File: src/hdl/tmr_pkg.sv
// tmr_pkg: constants and types shared by the 8-bit timer/counter core
// assumes: single system clock domain, timer tick arrives as a one-cycle enable
package tmr_pkg;

   localparam int unsigned TMR_WIDTH = 8;

   // waveform mode codes
   typedef enum logic [2:0] {
      TMR_MODE_NORMAL    = 3'h0,
      TMR_MODE_PC_MAX    = 3'h1,
      TMR_MODE_CTC       = 3'h2,
      TMR_MODE_FAST_MAX  = 3'h3,
      TMR_MODE_RSVD4     = 3'h4,
      TMR_MODE_PC_CMPA   = 3'h5,
      TMR_MODE_RSVD6     = 3'h6,
      TMR_MODE_FAST_CMPA = 3'h7
   } tmr_mode_t;

   // compare output mode codes
   localparam logic [1:0] TMR_COM_NONE   = 2'h0;
   localparam logic [1:0] TMR_COM_TOGGLE = 2'h1;
   localparam logic [1:0] TMR_COM_CLEAR  = 2'h2;
   localparam logic [1:0] TMR_COM_SET    = 2'h3;

   // clock select value meaning no source
   localparam logic [2:0] TMR_CS_STOPPED = 3'h0;

   // fixed limits and reset values
   localparam logic [7:0] TMR_MAX       = 8'hFF;
   localparam logic [7:0] TMR_BOTTOM    = 8'h00;
   localparam logic [7:0] TMR_CNT_RST   = 8'h00;
   localparam logic [7:0] TMR_OCR_RST   = 8'h00;
   localparam logic       TMR_WAVE_RST  = 1'b0;

endpackage : tmr_pkg

File: src/hdl/tmr_compare_unit.sv
// tmr_compare_unit: one output compare channel with buffer, flag and wave state
// assumes: counter, tick, top/bottom levels and blocking come from the core
module tmr_compare_unit
   import tmr_pkg::*;
#(
   parameter int unsigned WIDTH      = TMR_WIDTH,
   parameter bit          TOGGLE_PWM = 1'b0
) (
   input  wire logic             sys_clk,
   input  wire logic             rst,
   input  wire logic             tick,
   input  wire logic [WIDTH-1:0] counterValue,
   input  wire logic [2:0]       mode,
   input  wire logic             countingDown,
   input  wire logic             atTop,
   input  wire logic             atBottom,
   input  wire logic             matchBlock,
   input  wire logic [1:0]       compareOutputMode,
   input  wire logic             forceCompareStrobe,
   input  wire logic             cmpWrite,
   input  wire logic [WIDTH-1:0] cmpWriteData,
   input  wire logic             flagClearWrite,
   input  wire logic             flagIrqAck,
   input  wire logic             portData,
   input  wire logic             portDir,
   output logic [WIDTH-1:0]      compareValue,
   output logic                  compareFlag,
   output logic                  waveState,
   output logic                  pinOut,
   output logic                  pinOutEn,
   output logic                  match
);

   logic [WIDTH-1:0] activeValue;
   logic [WIDTH-1:0] bufferValue;
   logic             isPwm;
   logic             isFast;
   logic             matchEvent;
   logic             next_waveState;

   assign isPwm  = mode[0];
   assign isFast = mode[1] & mode[0];

   // equality compare, gated by the counter-write block
   assign match      = (counterValue == activeValue) & ~matchBlock;
   assign matchEvent = tick & match;

   // cpu writes go to buffer in pwm modes, directly otherwise
   always_ff @(posedge sys_clk or posedge rst) begin
      if (rst) begin
         bufferValue <= TMR_OCR_RST;
      end else if (cmpWrite) begin
         bufferValue <= cmpWriteData;
      end
   end

   // active register update point
   always_ff @(posedge sys_clk or posedge rst) begin
      if (rst) begin
         activeValue <= TMR_OCR_RST;
      end else if (!isPwm && cmpWrite) begin
         activeValue <= cmpWriteData;
      end else if (!isPwm) begin
         activeValue <= bufferValue;
      end else if (tick && (isFast ? atBottom : atTop)) begin
         activeValue <= bufferValue;
      end
   end

   // reads return what the cpu last wrote
   assign compareValue = isPwm ? bufferValue : activeValue;

   // flag: set on next tick after match, set beats clear
   always_ff @(posedge sys_clk or posedge rst) begin
      if (rst) begin
         compareFlag <= 1'b0;
      end else if (matchEvent) begin
         compareFlag <= 1'b1;
      end else if (flagClearWrite || flagIrqAck) begin
         compareFlag <= 1'b0;
      end
   end

   // waveform action decode, mode bits read live
   always_comb begin
      next_waveState = waveState;
      if (!isPwm) begin
         if (matchEvent || forceCompareStrobe) begin
            case (compareOutputMode)
               TMR_COM_NONE:   next_waveState = waveState;
               TMR_COM_TOGGLE: next_waveState = ~waveState;
               TMR_COM_CLEAR:  next_waveState = 1'b0;
               TMR_COM_SET:    next_waveState = 1'b1;
               default:        next_waveState = waveState;
            endcase
         end
      end else begin
         case (compareOutputMode)
            TMR_COM_TOGGLE: begin
               if (matchEvent && TOGGLE_PWM && mode[2]) begin
                  next_waveState = ~waveState;
               end
            end
            TMR_COM_CLEAR, TMR_COM_SET: begin
               if (matchEvent) begin
                  next_waveState = (compareOutputMode == TMR_COM_SET) ^ (!isFast && countingDown);
               end else if (tick && isFast && atTop) begin
                  next_waveState = (compareOutputMode == TMR_COM_CLEAR);
               end
            end
            default: next_waveState = waveState;
         endcase
      end
   end

   // internal wave state register
   always_ff @(posedge sys_clk or posedge rst) begin
      if (rst) begin
         waveState <= TMR_WAVE_RST;
      end else begin
         waveState <= next_waveState;
      end
   end

   // port override: wave replaces port data, direction from port
   assign pinOut   = (compareOutputMode != TMR_COM_NONE) ? waveState : portData;
   assign pinOutEn = portDir;

endmodule : tmr_compare_unit

File: src/hdl/tmr_core.sv
// tmr_core: 8-bit timer/counter with two compare channels and port override
// assumes: timerTick is a one-cycle enable on sys_clk; cpu strobes last one cycle
//
// What this block does
// - each tick clears, increments or decrements counter per mode; otherwise it holds.
// - clock select zero means no source; counter stays stopped.
// - cpu can read and write counter at any time.
// - cpu counter write wins over clear or count in that cycle.
// - three-bit mode from two bits in control A and one in control B.
// - overflow flag set where the mode says; it can raise an interrupt.
// - comparator checks counter against both compare values; flag set next tick.
// - flag with mask enabled requests interrupt; acknowledge clears flag.
// - writing one to a flag clears it; zero leaves it.
// - pwm modes buffer compare writes; copy to active at top or bottom.
// - normal and clear-on-match modes write compare registers directly.
// - force strobe in non-pwm modes acts like a match without flag or clear.
// - counter write blocks all compare matches for next timer cycle.
// - wave state bits keep value across mode changes.
// - output mode bits act from first match after written, unbuffered.
// - reset clears each wave state to zero.
// - nonzero output mode replaces port data; direction still from port.
// - output mode zero leaves wave state unchanged on match.
// - output mode never alters counting; selects polarity or set/clear/toggle.
// - normal and clear-on-match set overflow when counter wraps to zero.
// - mode 2 clears counter on match with compare A.
// - fast pwm counts zero to top; top 255 in mode 3, compare A in 7.
// - phase correct counts up to top then down; top 255 mode 1, A mode 5.
module tmr_core
   import tmr_pkg::*;
#(
   parameter int unsigned WIDTH = TMR_WIDTH
) (
   input  wire logic             sys_clk,
   input  wire logic             rst,
   input  wire logic             timerTick,
   input  wire logic [2:0]       clockSelectField,
   input  wire logic             waveformModeLowBit,
   input  wire logic             waveformModeMidBit,
   input  wire logic             waveformModeHighBit,
   input  wire logic [1:0]       compareOutputModeA,
   input  wire logic [1:0]       compareOutputModeB,
   input  wire logic             forceCompareStrobeA,
   input  wire logic             forceCompareStrobeB,
   input  wire logic             counterWrite,
   input  wire logic [WIDTH-1:0] counterWriteData,
   input  wire logic             compareWriteA,
   input  wire logic             compareWriteB,
   input  wire logic [WIDTH-1:0] compareWriteData,
   input  wire logic             flagWrite,
   input  wire logic             flagWriteOverflow,
   input  wire logic             flagWriteA,
   input  wire logic             flagWriteB,
   input  wire logic             overflowMask,
   input  wire logic             compareMaskA,
   input  wire logic             compareMaskB,
   input  wire logic             overflowIrqAck,
   input  wire logic             compareIrqAckA,
   input  wire logic             compareIrqAckB,
   input  wire logic             portDataA,
   input  wire logic             portDirA,
   input  wire logic             portDataB,
   input  wire logic             portDirB,
   output logic [WIDTH-1:0]      counterValue,
   output logic [WIDTH-1:0]      compareValueA,
   output logic [WIDTH-1:0]      compareValueB,
   output logic                  overflowFlag,
   output logic                  compareFlagA,
   output logic                  compareFlagB,
   output logic                  overflowIrq,
   output logic                  compareIrqA,
   output logic                  compareIrqB,
   output logic                  waveStateA,
   output logic                  waveStateB,
   output logic                  waveOutputA,
   output logic                  waveOutputAEn,
   output logic                  waveOutputB,
   output logic                  waveOutputBEn
);

   logic [2:0]       waveformModeField;
   logic             tick;
   logic             countingDown;
   logic             blockPending;
   logic [WIDTH-1:0] topValue;
   logic             atTop;
   logic             atBottom;
   logic             isPwm;
   logic             isPhase;
   logic             isFast;
   logic             matchA;
   logic             matchB;
   logic             matchBlock;
   logic             setOverflow;
   logic [WIDTH-1:0] next_counterValue;
   logic             next_countingDown;

   // mode field assembled from bits of both control registers
   assign waveformModeField = {waveformModeHighBit, waveformModeMidBit, waveformModeLowBit};

   // timer clock is an enable pulse, suppressed when no source selected
   assign tick = timerTick & (clockSelectField != TMR_CS_STOPPED);

   assign isPwm   = waveformModeField[0];
   assign isPhase = waveformModeField[0] & ~waveformModeField[1];
   assign isFast  = waveformModeField[0] & waveformModeField[1];

   // top is compare A in modes with high bit set, or in clear-on-match
   assign topValue = (waveformModeField[2] || waveformModeField == TMR_MODE_CTC) ? compareValueA : TMR_MAX;
   assign atTop    = (counterValue == topValue);
   assign atBottom = (counterValue == TMR_BOTTOM);

   // block lasts until the first tick after a counter write, even when stopped
   always_ff @(posedge sys_clk or posedge rst) begin
      if (rst) begin
         blockPending <= 1'b0;
      end else if (counterWrite) begin
         blockPending <= 1'b1;
      end else if (tick) begin
         blockPending <= 1'b0;
      end
   end
   assign matchBlock = blockPending;

   // counting sequence per mode
   always_comb begin
      next_counterValue = counterValue;
      next_countingDown = countingDown;
      setOverflow       = 1'b0;
      if (tick) begin
         case (waveformModeField)
            TMR_MODE_CTC: begin
               if (matchA) begin
                  next_counterValue = TMR_BOTTOM;
               end else begin
                  next_counterValue = WIDTH'(counterValue + 1'b1);
               end
               setOverflow = (counterValue == TMR_MAX);
            end
            TMR_MODE_FAST_MAX, TMR_MODE_FAST_CMPA: begin
               if (atTop) begin
                  next_counterValue = TMR_BOTTOM;
                  setOverflow       = 1'b1;
               end else begin
                  next_counterValue = WIDTH'(counterValue + 1'b1);
               end
            end
            TMR_MODE_PC_MAX, TMR_MODE_PC_CMPA: begin
               if (atTop) begin
                  next_countingDown = 1'b1;
                  next_counterValue = WIDTH'(counterValue - 1'b1);
               end else if (atBottom) begin
                  next_countingDown = 1'b0;
                  next_counterValue = WIDTH'(counterValue + 1'b1);
                  setOverflow       = countingDown;
               end else if (countingDown) begin
                  next_counterValue = WIDTH'(counterValue - 1'b1);
               end else begin
                  next_counterValue = WIDTH'(counterValue + 1'b1);
               end
            end
            default: begin
               next_counterValue = WIDTH'(counterValue + 1'b1);
               setOverflow       = (counterValue == TMR_MAX);
            end
         endcase
      end
   end

   // counter register, cpu write has priority
   always_ff @(posedge sys_clk or posedge rst) begin
      if (rst) begin
         counterValue <= TMR_CNT_RST;
      end else if (counterWrite) begin
         counterValue <= counterWriteData;
      end else begin
         counterValue <= next_counterValue;
      end
   end

   // direction state for dual-slope modes
   always_ff @(posedge sys_clk or posedge rst) begin
      if (rst) begin
         countingDown <= 1'b0;
      end else if (!isPhase) begin
         countingDown <= 1'b0;
      end else begin
         countingDown <= next_countingDown;
      end
   end

   // overflow flag, set wins over clear
   always_ff @(posedge sys_clk or posedge rst) begin
      if (rst) begin
         overflowFlag <= 1'b0;
      end else if (setOverflow) begin
         overflowFlag <= 1'b1;
      end else if ((flagWrite && flagWriteOverflow) || overflowIrqAck) begin
         overflowFlag <= 1'b0;
      end
   end

   // interrupt requests, gated by masks
   assign overflowIrq = overflowFlag & overflowMask;
   assign compareIrqA = compareFlagA & compareMaskA;
   assign compareIrqB = compareFlagB & compareMaskB;

   // channel A, toggle allowed in pwm with high mode bit
   tmr_compare_unit #(
      .WIDTH      (WIDTH),
      .TOGGLE_PWM (1'b1)
   ) u_cmp_a (
      .sys_clk            (sys_clk),
      .rst                (rst),
      .tick               (tick),
      .counterValue       (counterValue),
      .mode               (waveformModeField),
      .countingDown       (countingDown),
      .atTop              (atTop),
      .atBottom           (atBottom),
      .matchBlock         (matchBlock),
      .compareOutputMode  (compareOutputModeA),
      .forceCompareStrobe (forceCompareStrobeA & ~isPwm),
      .cmpWrite           (compareWriteA),
      .cmpWriteData       (compareWriteData),
      .flagClearWrite     (flagWrite & flagWriteA),
      .flagIrqAck         (compareIrqAckA),
      .portData           (portDataA),
      .portDir            (portDirA),
      .compareValue       (compareValueA),
      .compareFlag        (compareFlagA),
      .waveState          (waveStateA),
      .pinOut             (waveOutputA),
      .pinOutEn           (waveOutputAEn),
      .match              (matchA)
   );

   // channel B, no pwm toggle option
   tmr_compare_unit #(
      .WIDTH      (WIDTH),
      .TOGGLE_PWM (1'b0)
   ) u_cmp_b (
      .sys_clk            (sys_clk),
      .rst                (rst),
      .tick               (tick),
      .counterValue       (counterValue),
      .mode               (waveformModeField),
      .countingDown       (countingDown),
      .atTop              (atTop),
      .atBottom           (atBottom),
      .matchBlock         (matchBlock),
      .compareOutputMode  (compareOutputModeB),
      .forceCompareStrobe (forceCompareStrobeB & ~isPwm),
      .cmpWrite           (compareWriteB),
      .cmpWriteData       (compareWriteData),
      .flagClearWrite     (flagWrite & flagWriteB),
      .flagIrqAck         (compareIrqAckB),
      .portData           (portDataB),
      .portDir            (portDirB),
      .compareValue       (compareValueB),
      .compareFlag        (compareFlagB),
      .waveState          (waveStateB),
      .pinOut             (waveOutputB),
      .pinOutEn           (waveOutputBEn),
      .match              (matchB)
   );

endmodule : tmr_core

File: config.mk
export PLATFORM = sky130hd
export DESIGN_NAME = tmr_core
export DESIGN_NICKNAME = d
export VERILOG_FILES = /design/src/hdl/tmr_pkg.sv /design/src/hdl/tmr_compare_unit.sv /design/src/hdl/tmr_core.sv
export SDC_FILE = /design/constraint.sdc
export NUM_CORES = 1
export LEC_CHECK = 0
export BUFFER_PORTS_ARGS = -buffer_cell sky130_fd_sc_hd__buf_2
export CAP_MARGIN = 0
export CORE_MARGIN = 3
export CORE_UTILIZATION = 40
export CTS_BUF_LIST = sky130_fd_sc_hd__clkbuf_2
export DETAILED_ROUTE_END_ITERATION = 8
export SYNTH_ARGS = -nofsm -noshare
export SYNTH_HDL_FRONTEND = slang
export SYNTH_SLANG_ARGS = --single-unit
File: constraint.sdc
create_clock -name sys_clk -period 7.22 [get_ports sys_clk]
set_input_delay 1.083 -clock sys_clk [delete_from_list [all_inputs] [get_ports sys_clk]]
set_output_delay 1.083 -clock sys_clk [all_outputs]
set_load 0.01 [all_outputs]
==> key figures, run 1 <==
Status
  – Status: complete, no violations

Routing
  – Vias: 2958
  – Via/cell ratio: 5.40
  – Detailed Route WL: 9010 um
  – Drt pass-1 iters: 4
  – Drt first-iter violations: 143
  – Post-route ant nets: 0
  – DR DRC count: 0
  – WL per Instance: 16.4 um

Timing
  – RSZ-0062 raised after global routing: false
  – Max_slew headroom: 32.6%
  – Fmax: 275 MHz
  – Tmin final: 3630 ps
  – Worst slew pin tran: 1010 ps
  – Slew Limit Fails: 0
  – Final setup fails: 0
  – Final period util: 50.3%
  – TNS Setup: 0 ps
  – Final WS setup: 3590 ps
  – Final hold violation count: 0
  – Clock skew: 20.6 ps

Cells and area
  – Storage cell area: 0.00118 mm2
  – Layout cells sized above 1: 33.2%
  – Fin util: 47.1%
  – Non-Filler Instances: 548
  – Area grow syn2layout: 12.7%
  – # fillers: 845
  – Area taken by multi-input logic gates: 0.00215 mm2
  – N_diodes: 0
  – Fin nets: 493

Floorplan
  – Chip width: 99.4 um
  – Num rows: 33
  – Starting density of the core: 41.8%
  – Ports: 84
  – Die area: 0.00987 mm2
  – Core area: 0.00834 mm2
  – Chip height: 99.4 um

Synth
  – Netlist cell types: 53
  – Netlist Area Pre-Place: 0.00349 mm2
  – Synth Register Bits: 47
  – Mean Syn Cell Area: 9.13 um2
  – Syn Nets: 433
  – YS warnings: 0
  – Post-Syn Instances: 382
  – EDFF count, synth: 0
  – Commonest register cell after synthesis: dfrtp_1
  – Sequential area share after synthesis: 33.7%
  – Ys async rst share: 100%

Worst setup path
  – CP endpoint kind: flip-flop
  – Worst path max stage delay: 680 ps
  – Slowest cell on the critical path: buf_2
  – Startpoint class of the critical path: primary input
  – Crit path cell chain: buf_2 > nand2_1 > o22ai_1 > xor2_1 > nand4_1 > o31a_1 > o21ai_4 > mux2_2
  – Kind of critical path: in -> reg
  – WP data arrival: 3960 ps
  – Critical path data required time: 7550 ps
  – Max Fanout on Critical Path: 47

Pwr
  – Gate power share: 33.8%
  – Static leakage: 1.80 nW
  – Int Pwr: 0.000445 W
  – Share of power burned in registers: 49.5%
  – Switching Share: 37.3%
  – Pwr Total: 0.000709 W
  – Clock power share: 16.6%
  – Sw power: 0.000264 W
  – Worst vdd ir: 94.3 uV
  – P per Cell Area: 180 mW/mm2

Global route
  – Total GRT Usage: 18.9%
  – Met1 Use GR: 25.4%
  – M2 GR Usage: 31.4%
  – First-pass GRT wire length: 15200 um
  – Initial antenna violation count: 0
  – Gr busiest metal: met2
  – Total gr overflow: 0
  – GRT met3 Usage: 2.88%
  – Vias in the first global route: 2999
  – Largest net degree at the start of global routing: 48

Clocking
  – Setup bufs post-CTS: 0
  – Clock-pin slew on the worst setup and hold paths: 230 ps
  – CTS resizes: 0
  – TritonCTS clock tree: built
  – Clk_lat worst skew: 430 ps
  – CTS Buffer Depth: 2
  – # clock sinks: 47
  – H-Tree Depth: 2
  – Hold buffers post-CTS: 0
  – Clk root buf: clkbuf_2
  – CTS Buf Count: 5

Placed design
  – Port Buffer Count: 79
  – Dpl cells: 540
  – Setup WS pre-CTS: 3150 ps
  – Placer Congestion: 0.882
  – DPL Wire Length: 6670 um

Hold path
  – HP Class: reg -> reg

Flow run
  – Max_cap viols: 0
registers in the layout (all words and copies together) (netlist names):
name,flops
u_cmp_a.activeValue,8
countingDown,1
blockPending,1
u_cmp_b.waveState,1
u_cmp_b.compareFlag,1
u_cmp_b.activeValue,8
u_cmp_a.bufferValue,8
counterValue,8
u_cmp_a.compareFlag,1
u_cmp_b.bufferValue,8
u_cmp_a.waveState,1
overflowFlag,1
cell usage after synthesis, drive strengths merged (6+ instances only):
master | instances | area share (%)
a21oi | 7 | 1.0
a31oi | 6 | 1.1
buf | 12 | 2.3
clkbuf | 15 | 1.6
dfrtp | 47 | 34
inv | 7 | 0.75
mux2 | 52 | 18
nand2 | 67 | 7.2
nand3 | 15 | 2.2
nand3b | 7 | 1.5
nor2 | 20 | 2.2
nor2b | 7 | 1.3
nor3 | 6 | 0.86
o21ai | 10 | 1.8
o31ai | 9 | 1.9
xnor2 | 13 | 3.3
xor2 | 24 | 6.0
final cells by class:
type | count | area share, %
clock buffers | 6 | 0.764
clock inverters | 2 | 0.414
inverters | 7 | 0.669
multi-input cells | 301 | 54.6
flip-flops and latches | 47 | 29.9
well taps | 105 | 3.34
repair buffers | 80 | 10.3
path summary, 6_finish.rpt:
path,to,startpoint,cells past startpoint,slack (ps)
hold reg to reg,blockPending,blockPending,1,550
setup reg to reg,u_cmp_a.activeValue[4],counterValue[2],7,4200
hold / removal,blockPending,blockPending,1,550
max in group asynchronous,u_cmp_a.bufferValue[4],rst,2,5740
min in group asynchronous,u_cmp_a.bufferValue[7],rst,2,860
setup / recovery,u_cmp_a.activeValue[4],waveformModeLowBit,8,3590
power groups by stage:
stage / sequential (W) / clock, W / combinational (W)
after CTS: 0.000350 / 0.000123 / 0.000243
after floorplan: 0.000330 / 0 / 0.000190
after global routing: 0.000358 / 0.000137 / 0.000269
after global placement: 0.000354 / 0 / 0.000238
after detailed placement: 0.000356 / 0 / 0.000242
final: 0.000351 / 0.000118 / 0.000240
routing by layer:
| layer | up-vias | share of wire, % |
|---|---|---|
| met5 | - | 0 |
| met4 | 0 | 1.7 |
| met3 | 10 | 5.1 |
| met2 | 82 | 47 |
| met1 | 1403 | 46 |
| li1 | 1463 | - |
worst max-delay path, delay by kind of cell:
kind                      cells  cell delay [ps]
xor gates and xnor gates      1              200
buffers and inverters         1              680
and+or+nand+nor               2              430
muxes                         1              400
AOI/OAI and AO/OA             3             1140
cell usage in the layout (no fill, tap or decap), types with 2 or more instances in the layout:
cell type / count
buf_2: 79
nand2_1: 67
dfrtp_1: 47
mux2_2: 42
xor2_1: 24
nor2_1: 20
nand3_1: 15
xnor2_1: 13
mux2_4: 10
o31ai_1: 9
o21ai_0: 9
nand3b_1: 7
nor2b_1: 7
a21oi_1: 7
nor3_1: 6
inv_1: 6
a31oi_1: 6
clkbuf_2: 6
o22ai_1: 5
nand4_1: 5
and3_1: 4
nand2b_1: 4
o31a_1: 3
a21boi_0: 3
and2_1: 3
ha_1: 3
or4_4: 2
and4_1: 2
o41ai_1: 2
nor4_1: 2
a211oi_1: 2
per-stage QoR:
stage | hold WS, ps | instance area (um2)
floorplan | 474 | 3490
global placement | 498 | 3880
detailed placement | 510 | 3880
CTS | 560 | 3930
global route | 589 | 3930
finish | 550 | 3930
cells by family after synthesis:
group / Yosys count / share of synthesized area, %
muxes: 53 / 18.2
and+or+nand+nor: 149 / 20.9
xor gates and xnor gates: 37 / 9.30
adders and majority gates: 3 / 1.08
buffers and inverters: 34 / 4.67
AOI/OAI and AO/OA: 59 / 12.2
DFF: 47 / 33.7
Note: power is estimated with default switching activity, not from simulation.
==> inputs of run 2 (changes only) <==
ABC_AREA = 1   (was not set)
clock period = 3.1 ns   (was 7.22 ns; I/O delays follow)
==> run 2 against run 1 <==
Net effect:
- wire length increased by 12%
- core utilization is 0.62 points higher
- non-clock buffer count rose by 4
- register-to-register slack got worse by 3600 ps
- largest cell class unchanged
- clock-buffer cell count unchanged
- critical path type is now reg -> reg
- combinational power grew to 2.8 times the previous value
- cell count up 34%
- sequential share of layout area fell by 0.68 points
- flip-flop and latch count unchanged
- critical endpoint is now counterValue[6]
==> key figures, run 2 <==
Cells and area
  – Layout cells sized above 1: 17.7% (-15 points)
  – N_diodes: 0 (unchanged)
  – Commonest cells after routing, fill and taps aside: 173 x nand2_1, 79 x buf_2, 66 x inv_1
  – Fin nets: 677 (+37%)
  – Area taken by multi-input logic gates: 0.00195 mm2 (-9.4%)
  – Area grow syn2layout: 13.3%
  – Fin util: 47.7% (+0.62 points)
  – # fillers: 930 (+10%)
  – Commonest non-fill, non-tap cell in the layout: nand2_1
  – Storage cell area: 0.00118 mm2 (unchanged)

Routing
  – DR DRC count: 0 (unchanged)
  – Drt first-iter violations: 212 (+48%)
  – WL per Instance: 13.8 um (-16%)
  – Via/cell ratio: 5.11 (-5.4%)
  – Detailed Route WL: 10100 um (+12%)
  – Post-route ant nets: 0 (unchanged)
  – Drt pass-1 iters: 4 (unchanged)
  – Vias: 3737 (+26%)

Clocking
  – Clk root buf: clkbuf_2
  – H-Tree Depth: 2 (unchanged)
  – CTS Buffer Depth: 2 (unchanged)
  – CTS resizes: 0 (unchanged)
  – Clk_lat worst skew: 480 ps (+50 ps)
  – Hold buffers post-CTS: 0 (unchanged)
  – Setup bufs post-CTS: 0 (unchanged)
  – Clock-pin slew on the worst setup and hold paths: 310 ps (+80 ps)
  – # clock sinks: 47 (unchanged)
  – CTS Buf Count: 5 (unchanged)
  – TritonCTS clock tree: built

Placed design
  – Port Buffer Count: 79 (unchanged)
  – DPL Wire Length: 7580 um (+14%)
  – Placer Congestion: 0.975 (+11%)
  – Setup WS pre-CTS: 567 ps (-2580 ps)

Global route
  – Vias in the first global route: 3275 (+9.2%)
  – Total GRT Usage: 20.1% (+1.2 points)
  – First-pass GRT wire length: 16000 um (+5.7%)
  – Initial antenna violation count: 0 (unchanged)
  – Largest net degree at the start of global routing: 48 (unchanged)
  – Total gr overflow: 0 (unchanged)

Timing
  – Slew Limit Fails: 0 (unchanged)
  – Minimum hold slack: 185 ps (-365 ps)
  – Clock skew: 41.0 ps (+20.3 ps)
  – Tmin final: 2460 ps
  – Final hold violation count: 0 (unchanged)
  – Fmax: 407 MHz
  – Worst slew pin tran: 1030 ps (+24.4 ps)
  – Final period util: 79.2%
  – Final WS setup: 644 ps (-2950 ps)
  – TNS Setup: 0 ps (unchanged)
  – Max_slew headroom: 31.0% (-1.6 points)
  – Final setup fails: 0 (unchanged)
  – RSZ-0062 raised after global routing: false

Synth
  – Synth top area share: 33.1% (-0.59 points)
  – Mean Syn Cell Area: 6.33 um2 (-31%)
  – Netlist cell types: 32 (-40%)
  – Ys async rst share: 100% (unchanged)
  – Commonest register cell after synthesis: dfrtp_1
  – EDFF count, synth: 0 (unchanged)
  – Netlist Area Pre-Place: 0.00355 mm2 (+1.8%)
  – Synth Register Bits: 47 (unchanged)
  – Post-synth top cells: 173 x nand2_1, 67 x inv_1, 56 x nor2_1, 47 x dfrtp_1, 47 x nand3_1
  – Syn Nets: 612 (+41%)
  – Sequential area share after synthesis: 33.1% (-0.59 points)
  – Synth area leaders: dfrtp_1 33%, nand2_1 18%, inv_1 7.1%, nand3_1 6.6%, nor2_1 5.9%
  – Most common cell in the netlist: nand2_1
  – YS warnings: 0 (unchanged)
  – Leading area contributor after synthesis: dfrtp_1
  – Post-Syn Instances: 561 (+47%)

Floorplan
  – Starting density of the core: 42.1% (+0.33 points)
  – Chip height: 100 um (+0.84%)
  – Core area: 0.00842 mm2 (+0.99%)
  – Chip width: 100 um (+0.84%)
  – Num rows: 33 (unchanged)
  – Die area: 0.0100 mm2 (+1.7%)
  – Ports: 84 (unchanged)

Worst setup path
  – CP endpoint kind: flip-flop
  – WP data arrival: 2890 ps (-1070 ps)
  – Max Fanout on Critical Path: 9 (-81%)
  – Startpoint class of the critical path: flip-flop
  – Critical path data required time: 3530 ps (-4020 ps)
  – Kind of critical path: reg -> reg

Pwr
  – Worst vdd ir: 223 uV (+140%)
  – Switching Share: 43.0% (+5.7 points)
  – Sw power: 0.000750 W (+180%)
  – Static leakage: 2.23 nW (+24%)
  – Pwr Total: 0.00175 W (+150%)
  – P per Cell Area: 434 mW/mm2 (+140%)
  – Share of power burned in registers: 45.1% (-4.4 points)
  – Gate power share: 37.8% (+4.0 points)
  – Int Pwr: 0.000995 W (+120%)
  – Clock power share: 17.0% (+0.4 points)

Flow run
  – Max_cap viols: 0 (unchanged)

Status
  – Status: complete, no violations

Hold path
  – HP Class: in -> async
[run 2: layer usage]
metal  GRT usage [%]  vias up  wire [um]
li1                -     1901          -
met1            28.5     1710       4770
met2            31.7      109       4570
met3            2.85       17        605
met4            6.22        0        194
met5               0        -          0
[run 2: stage by stage]
step,instance area (um2),std cells
after floorplan,3550,561
after global routing,4020,732
after global placement,3980,724
final,4020,732
after CTS,4020,732
after detailed placement,3980,724
[run 2: final timing paths]
| check | startpoint | endpoint | slack [ps] | cells past startpoint |
|---|---|---|---|---|
| max | counterValue[5] | counterValue[6] | 640 | 13 |
| min | rst | counterValue[4] | 190 | 2 |
| max reg2reg | counterValue[5] | counterValue[6] | 640 | 13 |
| min reg2reg | u_cmp_a.bufferValue[6] | u_cmp_a.bufferValue[6] | 550 | 2 |
| max in group asynchronous | rst | u_cmp_a.bufferValue[7] | 2260 | 2 |
| min in group sys_clk | compareIrqAckA | u_cmp_a.compareFlag | 230 | 4 |
[run 2: final cells by class]
class                           instances  area share, %
Timing Repair Buffer                   84           10.8
Multi-Input combinational cell        411           48.4
Clock buffer                            6          0.747
Clock inverter                          2          0.404
Inverter                               77           7.19
Tap cell                              105           3.27
Sequential cell                        47           29.2
[run 2: cells by family after synthesis]
family	after synthesis	synth area share (%)
and+or+nand+nor	298	35.0
buffers and inverters	103	12.0
AOI/OAI and AO/OA	90	13.8
DFF	47	33.1
xor gates and xnor gates	19	4.69
adders and majority gates	3	1.06
muxes	1	0.317
[run 2: critical path, stage by stage (launching register included)]
cell and delay, ps:
dfrtp_1 650, inv_1 260, nand2_1 120, o21ai_0 90, nor2_1 90, nand3_1 70
nor2_1 350, nor2_1 70, nor2_1 210, nand2_1 190, nand2_1 100, nand3_1 70
nand2_1 80, nand2_1 40
[run 2: power by group through the flow]
stage / sequential [W] / combinational, W / clock (W)
6_report: 0.000788 / 0.000661 / 0.000298
3_3_place_gp: 0.000798 / 0.000645 / 0
2_1_floorplan: 0.000760 / 0.000484 / 0
4_1_cts: 0.000787 / 0.000661 / 0.000305
3_5_place_dp: 0.000800 / 0.000657 / 0
5_1_grt: 0.000801 / 0.000752 / 0.000327
==> inputs of run 3 (changes only) <==
clock period = 2.45 ns   (was 3.1 ns; I/O delays follow)
==> run 3 against run 2 <==
Net effect:
- critical path depth is 2 lower
- power is 28% higher
- via count is 1.3% higher
- die area stayed put
- clock-buffer cell count is 1 lower
- flip-flop and latch count stayed put
- final area is 3.1% higher
- global-route usage is 1.3 points higher
- register-to-register slack worse by 300 ps
- worst setup slack worse by 300 ps
- fmax is 17% higher
- critical path type unchanged
- critical endpoint is now counterValue[4]
- largest cell class unchanged
==> key figures, run 3 (synthesized netlist as in run 2, its figures left out) <==
Clocking
  – CTS resizes: 0 (unchanged)
  – TritonCTS clock tree: built
  – Setup bufs post-CTS: 0 (unchanged)
  – H-Tree Depth: 2 (unchanged)
  – Clock-pin slew on the worst setup and hold paths: 290 ps (-20 ps)
  – Clk_lat worst skew: 450 ps (-30 ps)
  – CTS Buf Count: 5 (unchanged)
  – Clk root buf: clkbuf_2
  – # clock sinks: 47 (unchanged)
  – CTS Buffer Depth: 2 (unchanged)

Floorplan
  – Core area: 0.00842 mm2 (unchanged)
  – Num rows: 33 (unchanged)
  – Starting density of the core: 42.1% (unchanged)
  – Ports: 84 (unchanged)
  – Chip width: 100 um (unchanged)
  – Chip height: 100 um (unchanged)
  – Die area: 0.0100 mm2 (unchanged)

Hold path
  – Hold Crit Start: compareWriteData[4]
  – WHS Endpoint: u_cmp_a.bufferValue[4]
  – HP Class: in -> reg
  – Hold Crit Depth: 3

Timing
  – Minimum hold slack: 159 ps (-26.1 ps)
  – TNS Setup: 0 ps (unchanged)
  – Final hold violation count: 0 (unchanged)
  – RSZ-0062 raised after global routing: false
  – Worst slew pin tran: 516 ps (-517 ps)
  – Max_slew headroom: 65.5% (+35 points)
  – Clock skew: 38.3 ps (-2.68 ps)
  – Tmin final: 2110 ps (-350 ps)
  – Final setup fails: 0 (unchanged)
  – Fmax: 475 MHz (+17%)
  – Final period util: 86.0% (+6.7 points)
  – Slew Limit Fails: 0 (unchanged)

Worst setup path
  – Worst flop-to-flop path startpoint: counterValue[2]
  – Worst r2r path cells: 11 (-2)
  – Critical path data required time: 2880 ps (-650 ps)
  – CP endpoint kind: flip-flop
  – Max Fanout on Critical Path: 8 (-1)
  – Crit path launch: counterValue[2]
  – Startpoint class of the critical path: flip-flop
  – WP data arrival: 2530 ps (-360 ps)
  – R2R setup slack: 340 ps (-300 ps)
  – FF-to-FF End: counterValue[4]
  – Kind of critical path: reg -> reg

Cells and area
  – N_diodes: 0 (unchanged)
  – Area grow syn2layout: 16.9%
  – Final Cell Area: 0.00415 mm2 (+3.1%)
  – Layout cells sized above 1: 19.2% (+1.5 points)
  – Fin nets: 690 (+1.9%)
  – Commonest cells after routing, fill and taps aside: 173 x nand2_1, 79 x buf_2, 66 x inv_1
  – Non-Filler Instances: 745 (+1.8%)
  – Commonest non-fill, non-tap cell in the layout: nand2_1

Global route
  – Largest net degree at the start of global routing: 38 (-21%)
  – Total gr overflow: 0 (unchanged)
  – Vias in the first global route: 3467 (+5.9%)
  – Initial antenna violation count: 0 (unchanged)
  – First-pass GRT wire length: 17200 um (+7.2%)
  – Total GRT Usage: 21.3% (+1.3 points)

Routing
  – Post-route ant nets: 0 (unchanged)
  – Drt first-iter violations: 206 (-2.8%)
  – WL per Instance: 14.2 um (+2.2%)
  – Via/cell ratio: 5.08 (-0.46%)
  – DR DRC count: 0 (unchanged)
  – Vias: 3786 (+1.3%)
  – Drt pass-1 iters: 5 (+1)
  – Detailed Route WL: 10500 um (+4.0%)

Placed design
  – Placer Congestion: 0.946 (-2.9%)
  – Dpl cells: 736 (+1.7%)
  – Port Buffer Count: 79 (unchanged)
  – DPL Wire Length: 8200 um (+8.2%)
  – Placed instance area: 0.00409 mm2 (+2.9%)

Status
  – Status: complete, no violations

Pwr
  – Static leakage: 2.31 nW (+3.4%)
  – Worst vdd ir: 302 uV (+35%)
  – P per Cell Area: 541 mW/mm2 (+25%)

Flow run
  – Max_cap viols: 0 (unchanged)
-- run 3: final cells by class --
| type | instances | area [um2] |
|---|---|---|
| well taps | 105 | 131 |
| flip-flops and latches | 47 | 1180 |
| multi-input cells | 411 | 1950 |
| clock buffers | 5 | 25.0 |
| repair buffers | 97 | 558 |
| fillers | 900 | 4280 |
| inverters | 77 | 289 |
| clock inverters | 3 | 22.5 |
-- run 3: repair_timing --
action                     CTS  global route
hold buffers                 1             0
hold endpoints to repair    13             0
setup endpoints to repair    0             0
-- run 3: critical path, cell delays in order (launching register included) --
cell and delay (ps):
dfrtp_1 580, nor2_1 240, nand3_1 120, nor2_1 300, inv_1 160, a21oi_1 190, o21ai_1 70, nand2_1 180
nand2_1 80, nand3_1 80, nand2_1 60, nand2_1 50
-- run 3: worst max path at each step --
| stage | to | cells after the start |
|---|---|---|
| finish | counterValue[4] | 11 |
| global route | counterValue[6] | 11 |
| CTS | counterValue[4] | 11 |
| detailed placement | counterValue[4] | 16 |
| global placement | u_cmp_a.activeValue[5] | 12 |
| floorplan | u_cmp_a.activeValue[2] | 9 |
-- run 3: stage by stage --
step	utilization (%)	setup slack, ps	power (W)
final	49.2	344	0.00224
after global routing	49.2	98.0	0.00243
after CTS	49.2	333	0.00227
after detailed placement	48.6	213	0.00189
after global placement	48.6	278	0.00188
after floorplan	-	579	0.00157
-- run 3: power breakdown --
part           internal, W  switching (W)
sequential        0.000877      0.0000945
combinational     0.000340       0.000568
clock            0.0000776       0.000285
total              0.00129       0.000948
-- run 3: metal layers --
metal	vias to the layer above	routed length [um]	share of wire, %	track usage [%]
li1	1923	-	-	-
met3	10	585	5.5	2.50
met1	1742	4760	45	29.1
met2	111	5060	48	36.6
met5	-	0	0	0
met4	0	134	1.3	4.04
